## src/twr_pkg.sv

```systemverilog
// Purpose: Shared constants and carriers for the terminal word receiver
// Assumes: 100 MHz pclk
// Notes: Register map reached over APB
package twr_pkg;

    // ----------------------------------------
    // Word format
    // ----------------------------------------
    localparam int WORD_W = 20;
    localparam int PARITY_BIT = 0;
    localparam int TYPE_BIT = 19;
    localparam int DEST_LSB = 16;
    localparam int MODE_W = 4;
    localparam int COUNT_W = 7;
    localparam int OUT_W = 12;
    localparam int COUNT_LD_BIT = 14;
    localparam int COUNT_LSB = 7;
    localparam int EXT_INH_BIT = 15;
    localparam int LAMP_BIT = 10;
    localparam int SCREEN_BIT = 1;
    localparam int MODE_LSB = 2;
    localparam logic [2:0] DEST_NOP = 3'h0;
    localparam logic [2:0] DEST_LOAD_MODE = 3'h1;
    localparam logic [2:0] DEST_SLIDE = 3'h5;

    // ----------------------------------------
    // Register offsets (byte addresses)
    // ----------------------------------------
    localparam logic [7:0] OFS_CTRL = 8'h00;
    localparam logic [7:0] OFS_STATUS = 8'h04;
    localparam logic [7:0] OFS_DIST = 8'h08;
    localparam logic [7:0] OFS_MODE = 8'h0c;
    localparam logic [7:0] OFS_COUNT = 8'h10;
    localparam logic [7:0] OFS_TXWORD = 8'h14;
    localparam int CTRL_ERR_SW = 0;
    localparam int CTRL_CLR_SW = 1;
    localparam int CTRL_DONE = 2;

    // ----------------------------------------
    // Reset values and timing
    // ----------------------------------------
    localparam logic [MODE_W-1:0] MODE_RESET = 4'h0;
    localparam logic [COUNT_W-1:0] COUNT_RESET = 7'h00;
    localparam int CLK_HZ = 100_000_000;
    localparam int AUTO_RESET_MS = 3000;
    localparam longint AUTO_RESET_CYCLES = longint'(CLK_HZ) / 1000 * AUTO_RESET_MS;

    typedef struct packed {
        logic valid;
        logic [WORD_W-1:0] data;
    } twr_word_type;

    typedef struct packed {
        logic valid;
        logic [OUT_W-1:0] data;
    } twr_tx_type;

endpackage : twr_pkg

```

## src/twr_receiver.sv

```systemverilog
// Purpose: Word receiver, distribution, mode and abort control
// Assumes: Serial bits synchronous to pclk, start bit stripped upstream
// Notes: Software processes each distributed word, then writes done
`timescale 1ns/1ps
`default_nettype none
// Contract
// RL1: Remote sends 21-bit words at most 60 per second, 1260 bit/s.
// RL2: Outgoing words to the computer are 12 bits wide.
// RL3: Serial data shifts into the 20-bit input register one bit at a time.
// RL4: A full 20-bit word signals the control sequencer to start.
// RL5: The sequencer moves each word in parallel into the distribution register.
// RL6: Word or fields route from distribution register to internal or external.
// RL7: A 4-bit mode register steers processing of incoming words; here mode_reg is only loaded and read back over APB, it steers nothing.
// RL8: Mode selects operating mode and write or erase condition.
// RL9: Parity error enters abort and lights the error indicator.
// RL10: Error indicator is on exactly while abort is active.
// RL11: Abort holds until a qualifying word or the error switch.
// RL12: Error switch clears abort without other initialisation.
// RL13: Clear switch initialises, clears abort, requests full erase.
// RL14: Clear switch turns the projector lamp off.
// RL15: Auto reset within 3 s initialises everything, lamp off.
// RL16: Bit 0 carries odd parity over the word.
// RL17: Bit 19 is zero for control words, one for data words.
// RL18: Modem strips the start bit; only 20 bits arrive.
// RL19: On parity error the 7-bit word count is sent back.
// RL20: No new word moves until the previous one is processed.
// RL21: In abort every word except the clearing word is dropped.
module twr_receiver #(
    parameter longint AUTO_CYCLES = twr_pkg::AUTO_RESET_CYCLES
) (
    input wire logic pclk,
    input wire logic presetn,
    input wire logic [31:0] paddr,
    input wire logic psel,
    input wire logic penable,
    input wire logic pwrite,
    input wire logic [31:0] pwdata,
    output logic [31:0] prdata,
    output logic pready,
    output logic pslverr,
    input wire logic rx_bit_valid,
    input wire logic rx_bit,
    input wire logic error_switch,
    input wire logic clear_switch,
    output logic error_lamp,
    output logic lamp_on,
    output logic erase_req,
    output logic ext_inhibit,
    output twr_pkg::twr_word_type ext_word,
    output twr_pkg::twr_tx_type tx_word
);
    // ----------------------------------------
    // Signals
    // ----------------------------------------
    twr_pkg::twr_word_type full_word;
    twr_pkg::twr_word_type held_reg;
    logic [twr_pkg::WORD_W-1:0] dist_reg;
    logic [twr_pkg::MODE_W-1:0] mode_reg;
    logic [twr_pkg::COUNT_W-1:0] received_word_counter;
    logic abort_reg;
    logic auto_reset;
    logic init;
    logic wr;
    logic rd;
    logic sw_done;
    logic sw_err;
    logic parity_ok;
    logic is_ctrl;
    logic [2:0] dest;
    logic is_clearing;

    typedef enum {TWR_IDLE, TWR_BUSY} twr_seq_type;
    twr_seq_type state_reg;

    function automatic logic odd_ok(input logic [twr_pkg::WORD_W-1:0] w);
        return ^w; // RL16
    endfunction : odd_ok

    twr_shift_in u_shift (
        .pclk(pclk),
        .presetn(presetn),
        .sync_clear(init),
        .bit_valid(rx_bit_valid), // RL18
        .bit_data(rx_bit),
        .word_out(full_word)
    );

    twr_auto_reset #(.CYCLES(AUTO_CYCLES)) u_auto (
        .pclk(pclk),
        .presetn(presetn),
        .auto_reset(auto_reset)
    );

    // ----------------------------------------
    // APB decode
    // ----------------------------------------
    assign wr = psel && penable && pwrite;
    assign rd = psel && penable && !pwrite;
    assign pready = 1'b1;
    assign pslverr = 1'b0;
    assign sw_done = wr && paddr[7:0] == twr_pkg::OFS_CTRL && pwdata[twr_pkg::CTRL_DONE];
    assign sw_err = wr && paddr[7:0] == twr_pkg::OFS_CTRL && pwdata[twr_pkg::CTRL_ERR_SW];
    assign init = auto_reset || clear_switch
        || (wr && paddr[7:0] == twr_pkg::OFS_CTRL && pwdata[twr_pkg::CTRL_CLR_SW]); // RL13 RL15

    always_ff @(posedge pclk or negedge presetn) begin
        if (!presetn) begin
            prdata <= '0;
        end else if (psel && !penable && !pwrite) begin
            case (paddr[7:0])
                twr_pkg::OFS_STATUS: prdata <= {29'h0, state_reg == TWR_BUSY, held_reg.valid, abort_reg};
                twr_pkg::OFS_DIST: prdata <= {12'h0, dist_reg}; // RL6
                twr_pkg::OFS_MODE: prdata <= {28'h0, mode_reg};
                twr_pkg::OFS_COUNT: prdata <= {25'h0, received_word_counter};
                twr_pkg::OFS_TXWORD: prdata <= {20'h0, tx_word.data};
                default: prdata <= '0;
            endcase
        end
    end

    // ----------------------------------------
    // Word classification
    // ----------------------------------------
    assign parity_ok = odd_ok(held_reg.data);
    assign is_ctrl = !held_reg.data[twr_pkg::TYPE_BIT]; // RL17
    assign dest = held_reg.data[twr_pkg::DEST_LSB +: 3];
    assign is_clearing = is_ctrl && dest == twr_pkg::DEST_LOAD_MODE;

    // Holds one word so the shifter keeps running while the sequencer is busy
    always_ff @(posedge pclk or negedge presetn) begin
        if (!presetn) begin
            held_reg <= '0;
        end else if (init) begin
            held_reg <= '0;
        end else if (full_word.valid) begin
            held_reg <= full_word;
        end else if (state_reg == TWR_IDLE) begin
            held_reg.valid <= 1'b0; // RL20
        end
    end

    // ----------------------------------------
    // Sequencer
    // ----------------------------------------
    always_ff @(posedge pclk or negedge presetn) begin
        if (!presetn) begin
            state_reg <= TWR_IDLE;
            dist_reg <= '0;
        end else if (init) begin
            state_reg <= TWR_IDLE;
        end else begin
            case (state_reg)
                TWR_IDLE: begin
                    if (held_reg.valid && parity_ok && (!abort_reg || is_clearing)) begin // RL21
                        dist_reg <= held_reg.data; // RL5
                        state_reg <= TWR_BUSY; // RL20
                    end
                end
                TWR_BUSY: begin
                    if (sw_done) begin
                        state_reg <= TWR_IDLE;
                    end
                end
                default: state_reg <= TWR_IDLE;
            endcase
        end
    end

    // ----------------------------------------
    // Abort, mode, counter, outputs
    // ----------------------------------------
    logic accept;
    logic perr;
    assign accept = state_reg == TWR_IDLE && held_reg.valid && parity_ok && (!abort_reg || is_clearing);
    assign perr = state_reg == TWR_IDLE && held_reg.valid && !parity_ok;

    always_ff @(posedge pclk or negedge presetn) begin
        if (!presetn) begin
            abort_reg <= 1'b0;
        end else if (perr) begin
            abort_reg <= 1'b1; // RL9
        end else if (init || error_switch || sw_err) begin
            abort_reg <= 1'b0; // RL12 RL13
        end else if (accept && is_clearing) begin
            abort_reg <= 1'b0; // RL11
        end
    end
    assign error_lamp = abort_reg; // RL10

    always_ff @(posedge pclk or negedge presetn) begin
        if (!presetn) begin
            mode_reg <= twr_pkg::MODE_RESET;
            received_word_counter <= twr_pkg::COUNT_RESET;
            ext_inhibit <= 1'b0;
            erase_req <= 1'b0;
        end else begin
            erase_req <= init; // RL13
            if (init) begin
                mode_reg <= twr_pkg::MODE_RESET;
                received_word_counter <= twr_pkg::COUNT_RESET;
                ext_inhibit <= 1'b0;
            end else if (accept && is_ctrl && dest == twr_pkg::DEST_LOAD_MODE) begin
                if (!abort_reg) begin
                    // Screen command sits below the mode field
                    mode_reg <= held_reg.data[twr_pkg::MODE_LSB +: twr_pkg::MODE_W]; // RL7 RL8
                    ext_inhibit <= held_reg.data[twr_pkg::EXT_INH_BIT];
                    if (held_reg.data[twr_pkg::SCREEN_BIT]) begin // RL8
                        erase_req <= 1'b1;
                    end
                end
                if (held_reg.data[twr_pkg::COUNT_LD_BIT]) begin
                    received_word_counter <= held_reg.data[twr_pkg::COUNT_LSB +: twr_pkg::COUNT_W];
                end else begin
                    received_word_counter <= received_word_counter + 1'b1;
                end
            end else if (accept && !(is_ctrl && dest == twr_pkg::DEST_NOP)) begin
                received_word_counter <= received_word_counter + 1'b1;
            end
        end
    end

    always_ff @(posedge pclk or negedge presetn) begin
        if (!presetn) begin
            lamp_on <= 1'b0;
            ext_word <= '0;
            tx_word <= '0;
        end else begin
            ext_word.valid <= 1'b0;
            tx_word.valid <= 1'b0;
            if (init) begin
                lamp_on <= 1'b0; // RL14 RL15
            end else if (accept && is_ctrl && dest == twr_pkg::DEST_SLIDE) begin
                lamp_on <= held_reg.data[twr_pkg::LAMP_BIT];
            end
            if (accept && !ext_inhibit) begin
                ext_word <= held_reg; // RL6
            end
            if (perr) begin
                tx_word.valid <= 1'b1;
                tx_word.data <= {5'h0, received_word_counter}; // RL19 RL2
            end
        end
    end

    // ----------------------------------------
    // Checks
    // ----------------------------------------
    property p_lamp_abort;
        @(posedge pclk) disable iff (!presetn)
        $changed(error_lamp) |-> (error_lamp ? $past(perr)
            : $past(init || error_switch || sw_err || (accept && is_clearing)));
    endproperty
    a_lamp_abort: assert property (p_lamp_abort) else $error("lamp differs from abort"); // RL10

    property p_perr_abort;
        @(posedge pclk) disable iff (!presetn)
        perr |=> abort_reg && tx_word.valid;
    endproperty
    a_perr_abort: assert property (p_perr_abort) else $error("parity error not aborted"); // RL9

    property p_tx_count;
        @(posedge pclk) disable iff (!presetn)
        perr |=> tx_word.data[6:0] == $past(received_word_counter);
    endproperty
    a_tx_count: assert property (p_tx_count) else $error("wrong count sent"); // RL19

    property p_errsw;
        @(posedge pclk) disable iff (!presetn)
        error_switch && !perr |=> !abort_reg;
    endproperty
    a_errsw: assert property (p_errsw) else $error("error switch did not clear"); // RL12

    property p_clear_lamp;
        @(posedge pclk) disable iff (!presetn)
        clear_switch |=> !lamp_on && erase_req;
    endproperty
    a_clear_lamp: assert property (p_clear_lamp) else $error("clear did not reset lamp"); // RL14

    property p_busy_hold;
        @(posedge pclk) disable iff (!presetn)
        state_reg == TWR_BUSY && !sw_done && !init |=> $stable(dist_reg);
    endproperty
    a_busy_hold: assert property (p_busy_hold) else $error("word moved while busy"); // RL20

    property p_abort_drop;
        @(posedge pclk) disable iff (!presetn)
        abort_reg && state_reg == TWR_IDLE && !is_clearing && !init |=> $stable(mode_reg);
    endproperty
    a_abort_drop: assert property (p_abort_drop) else $error("word taken in abort"); // RL21

    property p_move;
        @(posedge pclk) disable iff (!presetn)
        accept && !init |=> dist_reg == $past(held_reg.data) && state_reg == TWR_BUSY;
    endproperty
    a_move: assert property (p_move) else $error("word not distributed"); // RL5
endmodule : twr_receiver
`default_nettype wire

```

## src/twr_shift_in.sv

```systemverilog
// Purpose: Serial input shift register, assembles 20-bit words
// Assumes: One bit per bit_valid pulse, MSB first
// Notes: Full pulse lasts one cycle
`timescale 1ns/1ps
`default_nettype none
module twr_shift_in #(
    parameter int WIDTH = twr_pkg::WORD_W
) (
    input wire logic pclk,
    input wire logic presetn,
    input wire logic sync_clear,
    input wire logic bit_valid,
    input wire logic bit_data,
    output twr_pkg::twr_word_type word_out
);
    logic [WIDTH-1:0] serial_in_shift_reg;
    logic [$clog2(WIDTH+1)-1:0] count_reg;

    always_ff @(posedge pclk or negedge presetn) begin
        if (!presetn) begin
            serial_in_shift_reg <= '0;
            count_reg <= '0;
            word_out <= '0;
        end else begin
            word_out.valid <= 1'b0;
            if (sync_clear) begin
                count_reg <= '0;
            end else if (bit_valid) begin
                serial_in_shift_reg <= {serial_in_shift_reg[WIDTH-2:0], bit_data}; // RL3
                if (count_reg == ($clog2(WIDTH+1))'(WIDTH - 1)) begin
                    count_reg <= '0;
                    word_out.valid <= 1'b1; // RL4
                    word_out.data <= {serial_in_shift_reg[WIDTH-2:0], bit_data};
                end else begin
                    count_reg <= count_reg + 1'b1;
                end
            end
        end
    end

    property p_full_after_bits;
        @(posedge pclk) disable iff (!presetn)
        word_out.valid |-> $past(bit_valid);
    endproperty
    a_full_after_bits: assert property (p_full_after_bits) else $error("word full without a bit"); // RL4
endmodule : twr_shift_in
`default_nettype wire

```

## src/twr_auto_reset.sv

```systemverilog
// Purpose: Power-on auto reset generator
// Assumes: presetn marks power application
// Notes: Pulse after the count expires
`timescale 1ns/1ps
`default_nettype none
module twr_auto_reset #(
    parameter longint CYCLES = twr_pkg::AUTO_RESET_CYCLES
) (
    input wire logic pclk,
    input wire logic presetn,
    output logic auto_reset
);
    logic [31:0] count_reg;
    logic done_reg;

    always_ff @(posedge pclk or negedge presetn) begin
        if (!presetn) begin
            count_reg <= '0;
            done_reg <= 1'b0;
            auto_reset <= 1'b0;
        end else begin
            auto_reset <= 1'b0;
            if (!done_reg) begin
                if (count_reg == 32'(CYCLES - 1)) begin
                    done_reg <= 1'b1;
                    auto_reset <= 1'b1; // RL15
                end else begin
                    count_reg <= count_reg + 32'h1;
                end
            end
        end
    end

    property p_once;
        @(posedge pclk) disable iff (!presetn)
        auto_reset |=> !auto_reset;
    endproperty
    a_once: assert property (p_once) else $error("auto reset longer than one cycle"); // RL15
endmodule : twr_auto_reset
`default_nettype wire

```

## config.mk

```make
export PLATFORM = sky130hd
export DESIGN_NAME = twr_receiver
export DESIGN_NICKNAME = d
export VERILOG_FILES = /design/src/twr_pkg.sv /design/src/twr_receiver.sv /design/src/twr_shift_in.sv /design/src/twr_auto_reset.sv
export SDC_FILE = /design/constraint.sdc
export NUM_CORES = 1
export LEC_CHECK = 0
export BUFFER_PORTS_ARGS = -buffer_cell sky130_fd_sc_hd__buf_2
export CAP_MARGIN = 20
export CORE_UTILIZATION = 55
export CTS_CLUSTER_DIAMETER = 30
export DETAILED_ROUTE_END_ITERATION = 10
export PLACE_DENSITY_LB_ADDON = 0.15
export SLEW_MARGIN = 10
export SYNTH_ARGS = -nofsm -noshare
export SYNTH_HDL_FRONTEND = slang
export SYNTH_HIERARCHICAL = 1
export SYNTH_SLANG_ARGS = --single-unit
```

## constraint.sdc

```tcl
create_clock -name pclk -period 2.85 [get_ports pclk]
set_input_delay 0.57 -clock pclk [delete_from_list [all_inputs] [get_ports pclk]]
set_output_delay 0.57 -clock pclk [all_outputs]
set_load 0.02 [all_outputs]
```

==> results.sh, run 1 <==
export IMPL_cts_num_sinks=185
export IMPL_syn_cell_area_um2=8550
export IMPL_drt_iter0_markers=199
export IMPL_antenna_found_initial=0
export IMPL_fp_dieW_um=127
export IMPL_grt_use_total_pct=22.0
export IMPL_syn_inst=670
export IMPL_max_slew_margin_pct=60.2
export IMPL_cts_tree="yes"
export IMPL_dr_wl_met3_um=655
export IMPL_via_count=5333
export IMPL_drt_met1_wl_um=7360
export IMPL_rows=45
export IMPL_final_common_cell="dfrtp_1"
export IMPL_worstPathArrival_ns=3.01
export IMPL_hold_buffers=0
export IMPL_drv_slew=0
export IMPL_hold_viol=0
export IMPL_ys_warn_count=6
export IMPL_cts_buffers=17
export IMPL_gr_total_overflow=0
export IMPL_clkLatencyLatePin_ns=0.43
export IMPL_tightestPinTransition_ns=0.589
export IMPL_place_congestion=0.809
export IMPL_dpl_hpwl_um=11700
export IMPL_async_reset_ff_share_pct=100
export IMPL_first_pass_iters=4
export IMPL_clock_root_buffer="clkbuf_16"
export IMPL_drive_gt1_share_pct=31.5
export IMPL_cp_start_kind="flip-flop"
export IMPL_period_share_pct=94.7
export IMPL_worstPathRequired_ns=3.17
export IMPL_fmax_ghz=0.371
export IMPL_io_buffers=72
export IMPL_grt_pass1_wl_um=27300
export IMPL_synth_edf_count=0
export IMPL_path_class="reg -> reg"
export IMPL_grt_max_degree=67
export IMPL_routed_wl_um=16600
export IMPL_yosysSeqAreaShare_pct=54.1
export IMPL_diodes=0
export IMPL_wl_per_cell_um=17.3
export IMPL_whs_ns=0.0880
export IMPL_min_path_type="in -> async"
export IMPL_cap_violations=0
export IMPL_synth_cell_types=67
export IMPL_met2WireLength_um=8200
export IMPL_final_cell_mix="dfrtp_1, buf_2, mux2_4"
export IMPL_die_h_um=127
export IMPL_area_growth_pct=14.3
export IMPL_start_util_pct=56.3
export IMPL_setup_slack_ns=0.151
export IMPL_rsz0062_at_grt="no"
export IMPL_core_area_um2=15200
export IMPL_status="finished, final reports clean"
export IMPL_largest_reg_flops=32
export IMPL_finalSetupViolations=0
export IMPL_postCtsSetupRepairBufs=0
export IMPL_drc=0
export IMPL_nets=836
export IMPL_power_w=0.00622
export IMPL_cp_max_fo=13
export IMPL_ant_nets=0
export IMPL_htree_num_levels=4
export IMPL_via_per_inst=5.56
export IMPL_dieArea_um2=16100
export IMPL_synthFlopType="dfrtp_1"
export IMPL_fin_crit_ns=2.70
export IMPL_clk_pin_slew_ns=0.07
export IMPL_peakVddDrop_v=0.000450
export IMPL_p_leak_nw=4.95
export IMPL_preCtsSetupSlack_ns=0.0568
export IMPL_grt_pass1_vias=5403
export IMPL_synth_ff_latch_count=185
export IMPL_io_pins=145
export IMPL_fin_skew_ns=0.00855
export IMPL_tns_ns=0
export IMPL_pwr_density_cell_nw_per_um2=636
export IMPL_routed_top_layer="met4"
export IMPL_critPathCaptureType="flip-flop"
export IMPL_syn_avg_cell_area_um2=12.8
export IMPL_cts_root_to_sink_buffers=2
## per-stage QoR
step | area [um^2] | std cells | util, %
3_3_place_gp | 9120 | 926 | 60.0
6_report | 9770 | 959 | 64.3
4_1_cts | 9750 | 958 | 64.1
2_1_floorplan | 8620 | 687 | -
5_1_grt | 9770 | 959 | 64.3
3_5_place_dp | 9120 | 926 | 60.0
## power by group
group	switching, W	internal [W]
sequential	0.000170	0.00287
combinational	0.000348	0.000352
clock	0.00105	0.00143
total	0.00157	0.00465
## synth_stat cells, drive strengths merged, types with 3 or more instances
cell type | number | area, um^2
a22o | 17 | 149
mux2 | 92 | 1250
nand3 | 18 | 103
dfrtp | 185 | 4630
nor3 | 9 | 55.1
inv | 17 | 63.8
nor3b | 3 | 22.5
clkbuf | 13 | 48.8
ha | 5 | 62.6
mux2i | 30 | 300
xor2 | 17 | 149
xnor2 | 26 | 254
and3 | 5 | 31.3
nor2b | 7 | 51.3
o22ai | 5 | 31.3
a21oi | 20 | 100
nand2 | 39 | 154
or3 | 4 | 25.0
a22oi | 5 | 37.5
nand4b | 3 | 26.3
nor4b | 4 | 35.0
buf | 31 | 259
nor2 | 49 | 186
o21ai | 18 | 90.1
a32oi | 3 | 26.3
and2 | 4 | 27.5
and4 | 3 | 28.8
nand4 | 4 | 40.0
a31oi | 4 | 25.0
nand2b | 3 | 18.8
## kinds of logic (layout without fill, tap and decap cells)
| family | Yosys count | count (layout) | synth area share (%) |
|---|---|---|---|
| multiplexers | 122 | 122 | 18.2 |
| XOR/XNOR | 44 | 44 | 4.99 |
| other | 2 | 19 | 0.0878 |
| adder cells (fa/ha/maj) | 5 | 5 | 0.731 |
| AO/OA/AOI/OAI | 80 | 80 | 6.19 |
| AND/OR/NAND/NOR | 170 | 171 | 11.3 |
| buffers and inverters | 62 | 145 | 4.39 |
| flip-flops | 185 | 185 | 54.1 |
## final timing paths
| check | start | endpoint | slack, ns | cells after the start |
|---|---|---|---|---|
| worst max register to register | dest[1] | ext_word[10] | 0.15 | 10 |
| worst min-delay path | presetn | prdata[12] | 0.09 | 1 |
| min in group pclk | rx_bit | u_shift/serial_in_shift_reg[0] | 0.40 | 2 |
| max in group asynchronous | presetn | ext_word[0] | 2.03 | 2 |
| worst min register to register | prdata[2] | prdata[2] | 0.49 | 2 |
| worst max-delay path | dest[1] | ext_word[10] | 0.15 | 10 |
## worst max-delay path, stage by stage (launching register included)
cell and delay, ns:
dfrtp_1 0.38, inv_1 0.08, ha_1 0.25, xnor2_2 0.16, xnor2_2 0.17, xnor3_2 0.40
xnor2_4 0.19, and2_4 0.23, nand3b_4 0.20, buf_12 0.22, mux2_4 0.30
## metal layers
layer | up-vias | track usage (%)
met2 | 117 | 36.1
met3 | 32 | 5.27
li1 | 2500 | -
met1 | 2684 | 28.2
met5 | - | 0
met4 | 0 | 8.75
## timing repair
item	CTS	global route
hold endpoints to repair	0	0
gates resized for setup	0	2
setup endpoints to repair	0	20
## layout make-up
cell class	instances	area (um^2)
flip-flops and latches	185	4630
clock buffers	18	439
inverters	18	68.8
fillers	1168	5430
clock inverters	14	188
well taps	188	235
repair buffers	95	577
multi-input cells	441	3640
(Power assumes the default switching activity.)
==> run 2: changes to the inputs <==
- CELL_PAD_IN_SITES_DETAIL_PLACEMENT: default -> 1
- CELL_PAD_IN_SITES_GLOBAL_PLACEMENT: default -> 2
- CORE_UTILIZATION: 55 -> 38
==> run 2 against run 1 <==
  * The run now ends with design-rule violations left
  * Count of clock-buffer cells in the layout unchanged
  * Non-clock buffer count unchanged
  * Die area increased by 44%
  * Largest power group unchanged
  * Sequential power about the same
  * Register-to-register slack about the same
  * Critical endpoint is now ext_word[0]
  * Via count increased by 0.30%
==> results.sh, run 2 (synthesized netlist as in run 1, its figures left out) <==
export IMPL_status="finished with violations"
export IMPL_violations="design-rule violations"
export IMPL_crit_chain="inv_1 -> ha_1 -> xnor2_2 -> xnor2_2 -> xnor3_2 -> xnor2_4 -> and2_4 -> nand3b_4 -> buf_12 -> mux2_2"
export IMPL_nets=836
export IMPL_largest_reg_flops=32
export IMPL_via_count=5349
export IMPL_min_path_type="in -> async"
export IMPL_cp_common_cell="xnor2_2"
export IMPL_final_cell_mix="dfrtp_1, buf_2, mux2_4"
export IMPL_io_pins=145
export IMPL_worstPathRequired_ns=3.16
export IMPL_hold_buffers=0
export IMPL_via_per_inst=5.09
export IMPL_crit_family="XOR/XNOR gates"
export IMPL_gr_total_overflow=0
export IMPL_setup_slack_ns=0.164
export IMPL_routed_wl_um=19400
export IMPL_first_pass_iters=7
export IMPL_grt_max_degree=55
export IMPL_fill_cells=2284
export IMPL_start_util_pct=39.0
export IMPL_rsz0062_at_grt="no"
export IMPL_die_h_um=152
export IMPL_wl_per_cell_um=18.4
export IMPL_drt_iter0_markers=181
export IMPL_postCtsSetupRepairBufs=0
export IMPL_grt_pass1_vias=5888
export IMPL_cp_max_fo=21
export IMPL_dpl_hpwl_um=13600
export IMPL_fp_dieW_um=152
export IMPL_final_common_cell="dfrtp_1"
export IMPL_fin_skew_ns=0.0122
export IMPL_cts_root_to_sink_buffers=2
export IMPL_critPathBufInv=2
export IMPL_fin_crit_ns=2.69
export IMPL_tightestPinTransition_ns=0.701
export IMPL_cts_num_sinks=185
export IMPL_pwr_density_cell_nw_per_um2=616
export IMPL_area_growth_pct=15.0
export IMPL_dieArea_um2=23100
export IMPL_dr_wl_met3_um=575
export IMPL_drt_met1_wl_um=8610
export IMPL_io_buffers=72
export IMPL_path_class="reg -> reg"
export IMPL_critPathCaptureType="flip-flop"
export IMPL_met2WireLength_um=9940
export IMPL_htree_num_levels=4
export IMPL_max_slew_margin_pct=52.6
export IMPL_place_congestion=0.794
export IMPL_cpMaxStageDelayCell="dfrtp_1"
export IMPL_tns_ns=0
export IMPL_cts_tree="yes"
export IMPL_grt_use_total_pct=18.1
export IMPL_core_area_um2=22000
export IMPL_preCtsSetupSlack_ns=-0.0662
export IMPL_finalSetupViolations=0
export IMPL_period_share_pct=94.2
export IMPL_routed_top_layer="met5"
export IMPL_diodes=0
export IMPL_ant_nets=0
export IMPL_p_leak_nw=4.92
export IMPL_clock_root_buffer="clkbuf_16"
export IMPL_drv_slew=0
export IMPL_antenna_found_initial=1
export IMPL_clk_pin_slew_ns=0.07
export IMPL_cp_start_kind="flip-flop"
export IMPL_grt_pass1_wl_um=32600
export IMPL_clkLatencyLatePin_ns=0.43
export IMPL_cts_buffers=17
export IMPL_drc=16
export IMPL_cap_violations=0
export IMPL_rows=54
export IMPL_critPathMaxStageDelay_ns=0.41
export IMPL_fmax_ghz=0.372
export IMPL_worstPathArrival_ns=2.99
export IMPL_hold_viol=0
export IMPL_drive_gt1_share_pct=31.6
export IMPL_peakVddDrop_v=0.000352
==> run 2: changes by cell type in the layout (fill, tap and decap cells not counted) <==
cell and change:
clkbuf_8 -1, bufinv_16 -2, inv_6 +2, clkinv_4 -1, a21oi_1 -2, a21oi_2 +2, clkbuf_1 +1
==> run 2: cell type report <==
cell class / instances / area [um^2] / share of cell area, %
Inverter: 18 / 68.8 / 0.700
Clock buffer: 18 / 429 / 4.36
Timing Repair Buffer: 95 / 577 / 5.86
Clock inverter: 13 / 136 / 1.39
Tap cell: 280 / 350 / 3.56
Multi-Input combinational cell: 441 / 3640 / 37.1
Sequential cell: 185 / 4630 / 47.1
==> run 2: power breakdown <==
part | switching [W] | internal (W)
logic | 0.000357 | 0.000354
registers | 0.000174 | 0.00287
clock network | 0.00107 | 0.00123
total | 0.00160 | 0.00445
==> run 2: worst paths after layout <==
check / slack, ns / start / depth (start not counted) / to
worst max-delay path: 0.16 / dest[1] / 10 / ext_word[0]
worst min-delay path: 0.09 / presetn / 1 / dist_reg[12]
worst max register to register: 0.16 / dest[1] / 10 / ext_word[0]
worst min register to register: 0.47 / u_auto/count_reg[31] / 1 / u_auto/count_reg[31]
max in group asynchronous: 2.00 / presetn / 2 / u_shift/serial_in_shift_reg[2]
min in group pclk: 0.39 / rx_bit / 2 / u_shift/word_out[0]
==> run 2: metrics by stage <==
step	cells	area (um^2)	total power [W]	hold WS (ns)	util (%)
global placement	1018	9240	0.00378	0.458	42.1
global route	1050	9840	0.00634	0.100	44.8
floorplan	687	8620	0.00354	0.274	-
CTS	1050	9820	0.00615	0.101	44.7
detailed placement	1018	9240	0.00382	0.463	42.1
finish	1050	9840	0.00606	0.0900	44.8
==> run 2: what timing repair did <==
item,in CTS,in global routing
setup endpoints to repair,20,22
pin swaps,0,0
gates resized for setup,1,3
gates cloned,1,0
==> run 2: worst reg2reg max path, stage by stage, from the launching register on <==
cell      delay [ns]
dfrtp_1         0.41
inv_1           0.08
ha_1            0.32
xnor2_2         0.16
xnor2_2         0.17
xnor3_2         0.40
xnor2_4         0.16
and2_4          0.22
nand3b_4        0.09
buf_12          0.21
mux2_2          0.36
==> run 2: per-layer routing <==
layer,up-vias,global-route usage (%)
met3,15,3.76
li1,2493,-
met1,2762,22.9
met5,-,0
met2,77,31.3
met4,2,5.44
==> run 3: changes to the inputs <==
- REMOVE_ABC_BUFFERS: default -> 1
==> run 3 against run 2 <==
  * The flow still finishes with violations (design-rule violations)
  * Non-clock buffer count up 13
  * Register-to-register slack worse by 0.08 ns
  * Setup slack worse by 0.077 ns
  * First-iteration DRC count up 30%
  * Sequential power about the same
  * Global-route usage up 0.14 points
  * Critical path depth unchanged
  * Sequential share of layout area down 0.40 points
  * Total power down 1.7%
  * Fmax down 2.8%
  * Largest power group unchanged
==> results.sh, run 3 (synthesized netlist as in run 1, its figures left out) <==
export IMPL_nets=848
export IMPL_min_path_type="in -> async"
export IMPL_violations="design-rule violations"
export IMPL_dp_cells=1029
export IMPL_grt_max_degree=68
export IMPL_grt_pass1_wl_um=33200
export IMPL_clk_pin_slew_ns=0.07
export IMPL_dpl_hpwl_um=14400
export IMPL_peakVddDrop_v=0.000440
export IMPL_worstPathArrival_ns=3.07
export IMPL_fin_crit_ns=2.76
export IMPL_fp_dieW_um=152
export IMPL_drt_iter0_markers=236
export IMPL_power_w=0.00596
export IMPL_fmax_ghz=0.362
export IMPL_io_pins=145
export IMPL_final_common_cell="dfrtp_1"
export IMPL_cp_max_fo=8
export IMPL_routed_wl_um=19900
export IMPL_crit_cells=10
export IMPL_antenna_found_initial=0
export IMPL_largest_reg_flops=32
export IMPL_pwr_density_cell_nw_per_um2=600
export IMPL_drc=22
export IMPL_grt_use_total_pct=18.3
export IMPL_dieArea_um2=23100
export IMPL_start_util_pct=39.0
export IMPL_io_buffers=72
export IMPL_finalSetupViolations=0
export IMPL_drv_slew=0
export IMPL_clock_root_buffer="clkbuf_16"
export IMPL_place_congestion=0.789
export IMPL_r2r_cells=10
export IMPL_p_leak_nw=4.98
export IMPL_final_area_um2=9920
export IMPL_cap_violations=0
export IMPL_whs_ns=0.149
export IMPL_area_growth_pct=16.0
export IMPL_critPathMaxStageDelay_ns=0.40
export IMPL_status="finished with violations"
export IMPL_max_slew_margin_pct=53.6
export IMPL_cts_buffers=17
export IMPL_first_pass_iters=7
export IMPL_wl_per_cell_um=18.7
export IMPL_crit_chain="inv_1 -> ha_1 -> xnor2_2 -> xnor2_2 -> xnor3_2 -> xnor2_4 -> buf_4 -> nor3b_4 -> buf_4 -> mux2_2"
export IMPL_r2r_end="tx_word[0]"
export IMPL_clkLatencyLatePin_ns=0.42
export IMPL_cp_start_kind="flip-flop"
export IMPL_diodes=0
export IMPL_ant_nets=0
export IMPL_worstPathRequired_ns=3.16
export IMPL_hold_viol=0
export IMPL_grt_pass1_vias=5870
export IMPL_r2r_start="dest[1]"
export IMPL_cts_tree="yes"
export IMPL_via_per_inst=5.13
export IMPL_cts_num_sinks=185
export IMPL_fin_skew_ns=0.00965
export IMPL_cts_root_to_sink_buffers=2
export IMPL_gr_total_overflow=0
export IMPL_rows=54
export IMPL_cpMaxStageDelayCell="xnor3_2"
export IMPL_critPathCaptureType="flip-flop"
export IMPL_tightestPinTransition_ns=0.687
export IMPL_core_area_um2=22000
export IMPL_die_h_um=152
export IMPL_final_cell_mix="dfrtp_1, buf_2, mux2_4"
export IMPL_path_class="reg -> reg"
export IMPL_r2r_slack_ns=0.09
export IMPL_fill_cells=2310
export IMPL_placed_area_um2=9350
export IMPL_stdcell_count=1062
export IMPL_via_count=5446
export IMPL_drive_gt1_share_pct=32.2
export IMPL_htree_num_levels=4
export IMPL_period_share_pct=96.9
export IMPL_critPathBufInv=3
export IMPL_crit_family="XOR/XNOR gates"
run 3: cell types whose count changed in the layout (fill, tap and decap cells not counted), moves of 2 or more:
cell	delta
inv_8	-2
clkbuf_8	+4
buf_4	+10
buf_12	+2
a21oi_1	+2
inv_6	-4
a21oi_2	-2
clkinvlp_4	+2
run 3: layer usage:
| metal | global-route usage (%) | routed length, um |
|---|---|---|
| met4 | 5.10 | 295 |
| met1 | 25.8 | 9710 |
| met2 | 28.8 | 9280 |
| met5 | 0 | 0 |
| met3 | 3.37 | 595 |
run 3: timing repair:
| item | in CTS | in global routing |
|---|---|---|
| gates resized for setup | 1 | 3 |
| hold buffers | 0 | 0 |
| endpoints found under the setup margin | 2 | 7 |
| cloned | 0 | 1 |
| buffers inserted | 0 | 1 |
run 3: how the worst max path moves through the flow:
stage | end | from | slack, ns
after floorplan | u_shift/word_out[0] | paddr[1] | -0.78
after global placement | tx_word[5] | dest[1] | 0.02
after detailed placement | tx_word[0] | dest[1] | 0.0005
after CTS | tx_word[0] | dest[1] | 0.03
after global routing | tx_word[6] | dest[1] | -0.004
final | tx_word[0] | dest[1] | 0.09
run 3: power by group:
part           leakage [nW]  internal [W]  switching, W
clock network         0.251       0.00119       0.00101
registers              2.52       0.00287      0.000171
logic                  2.20      0.000356      0.000357
run 3: per-stage QoR:
stage	setup TNS [ns]	setup slack (ns)	utilization (%)
2_1_floorplan	-27.82	-0.784	-
3_3_place_gp	0	0.0162	42.6
3_5_place_dp	0	0.000464	42.6
4_1_cts	0	0.0338	45.1
5_1_grt	-0.00835	-0.00391	45.2
6_report	0	0.0870	45.2
run 3: final cells by class:
| type | instances | area [um^2] | share of cell area [%] |
|---|---|---|---|
| tap | 280 | 350 | 3.53 |
| multi-input combinational | 440 | 3630 | 36.6 |
| inverter | 18 | 67.6 | 0.681 |
| timing repair buffer | 108 | 699 | 7.05 |
| sequential | 185 | 4630 | 46.7 |
| clock buffer | 22 | 474 | 4.78 |
| clock inverter | 9 | 68.8 | 0.694 |
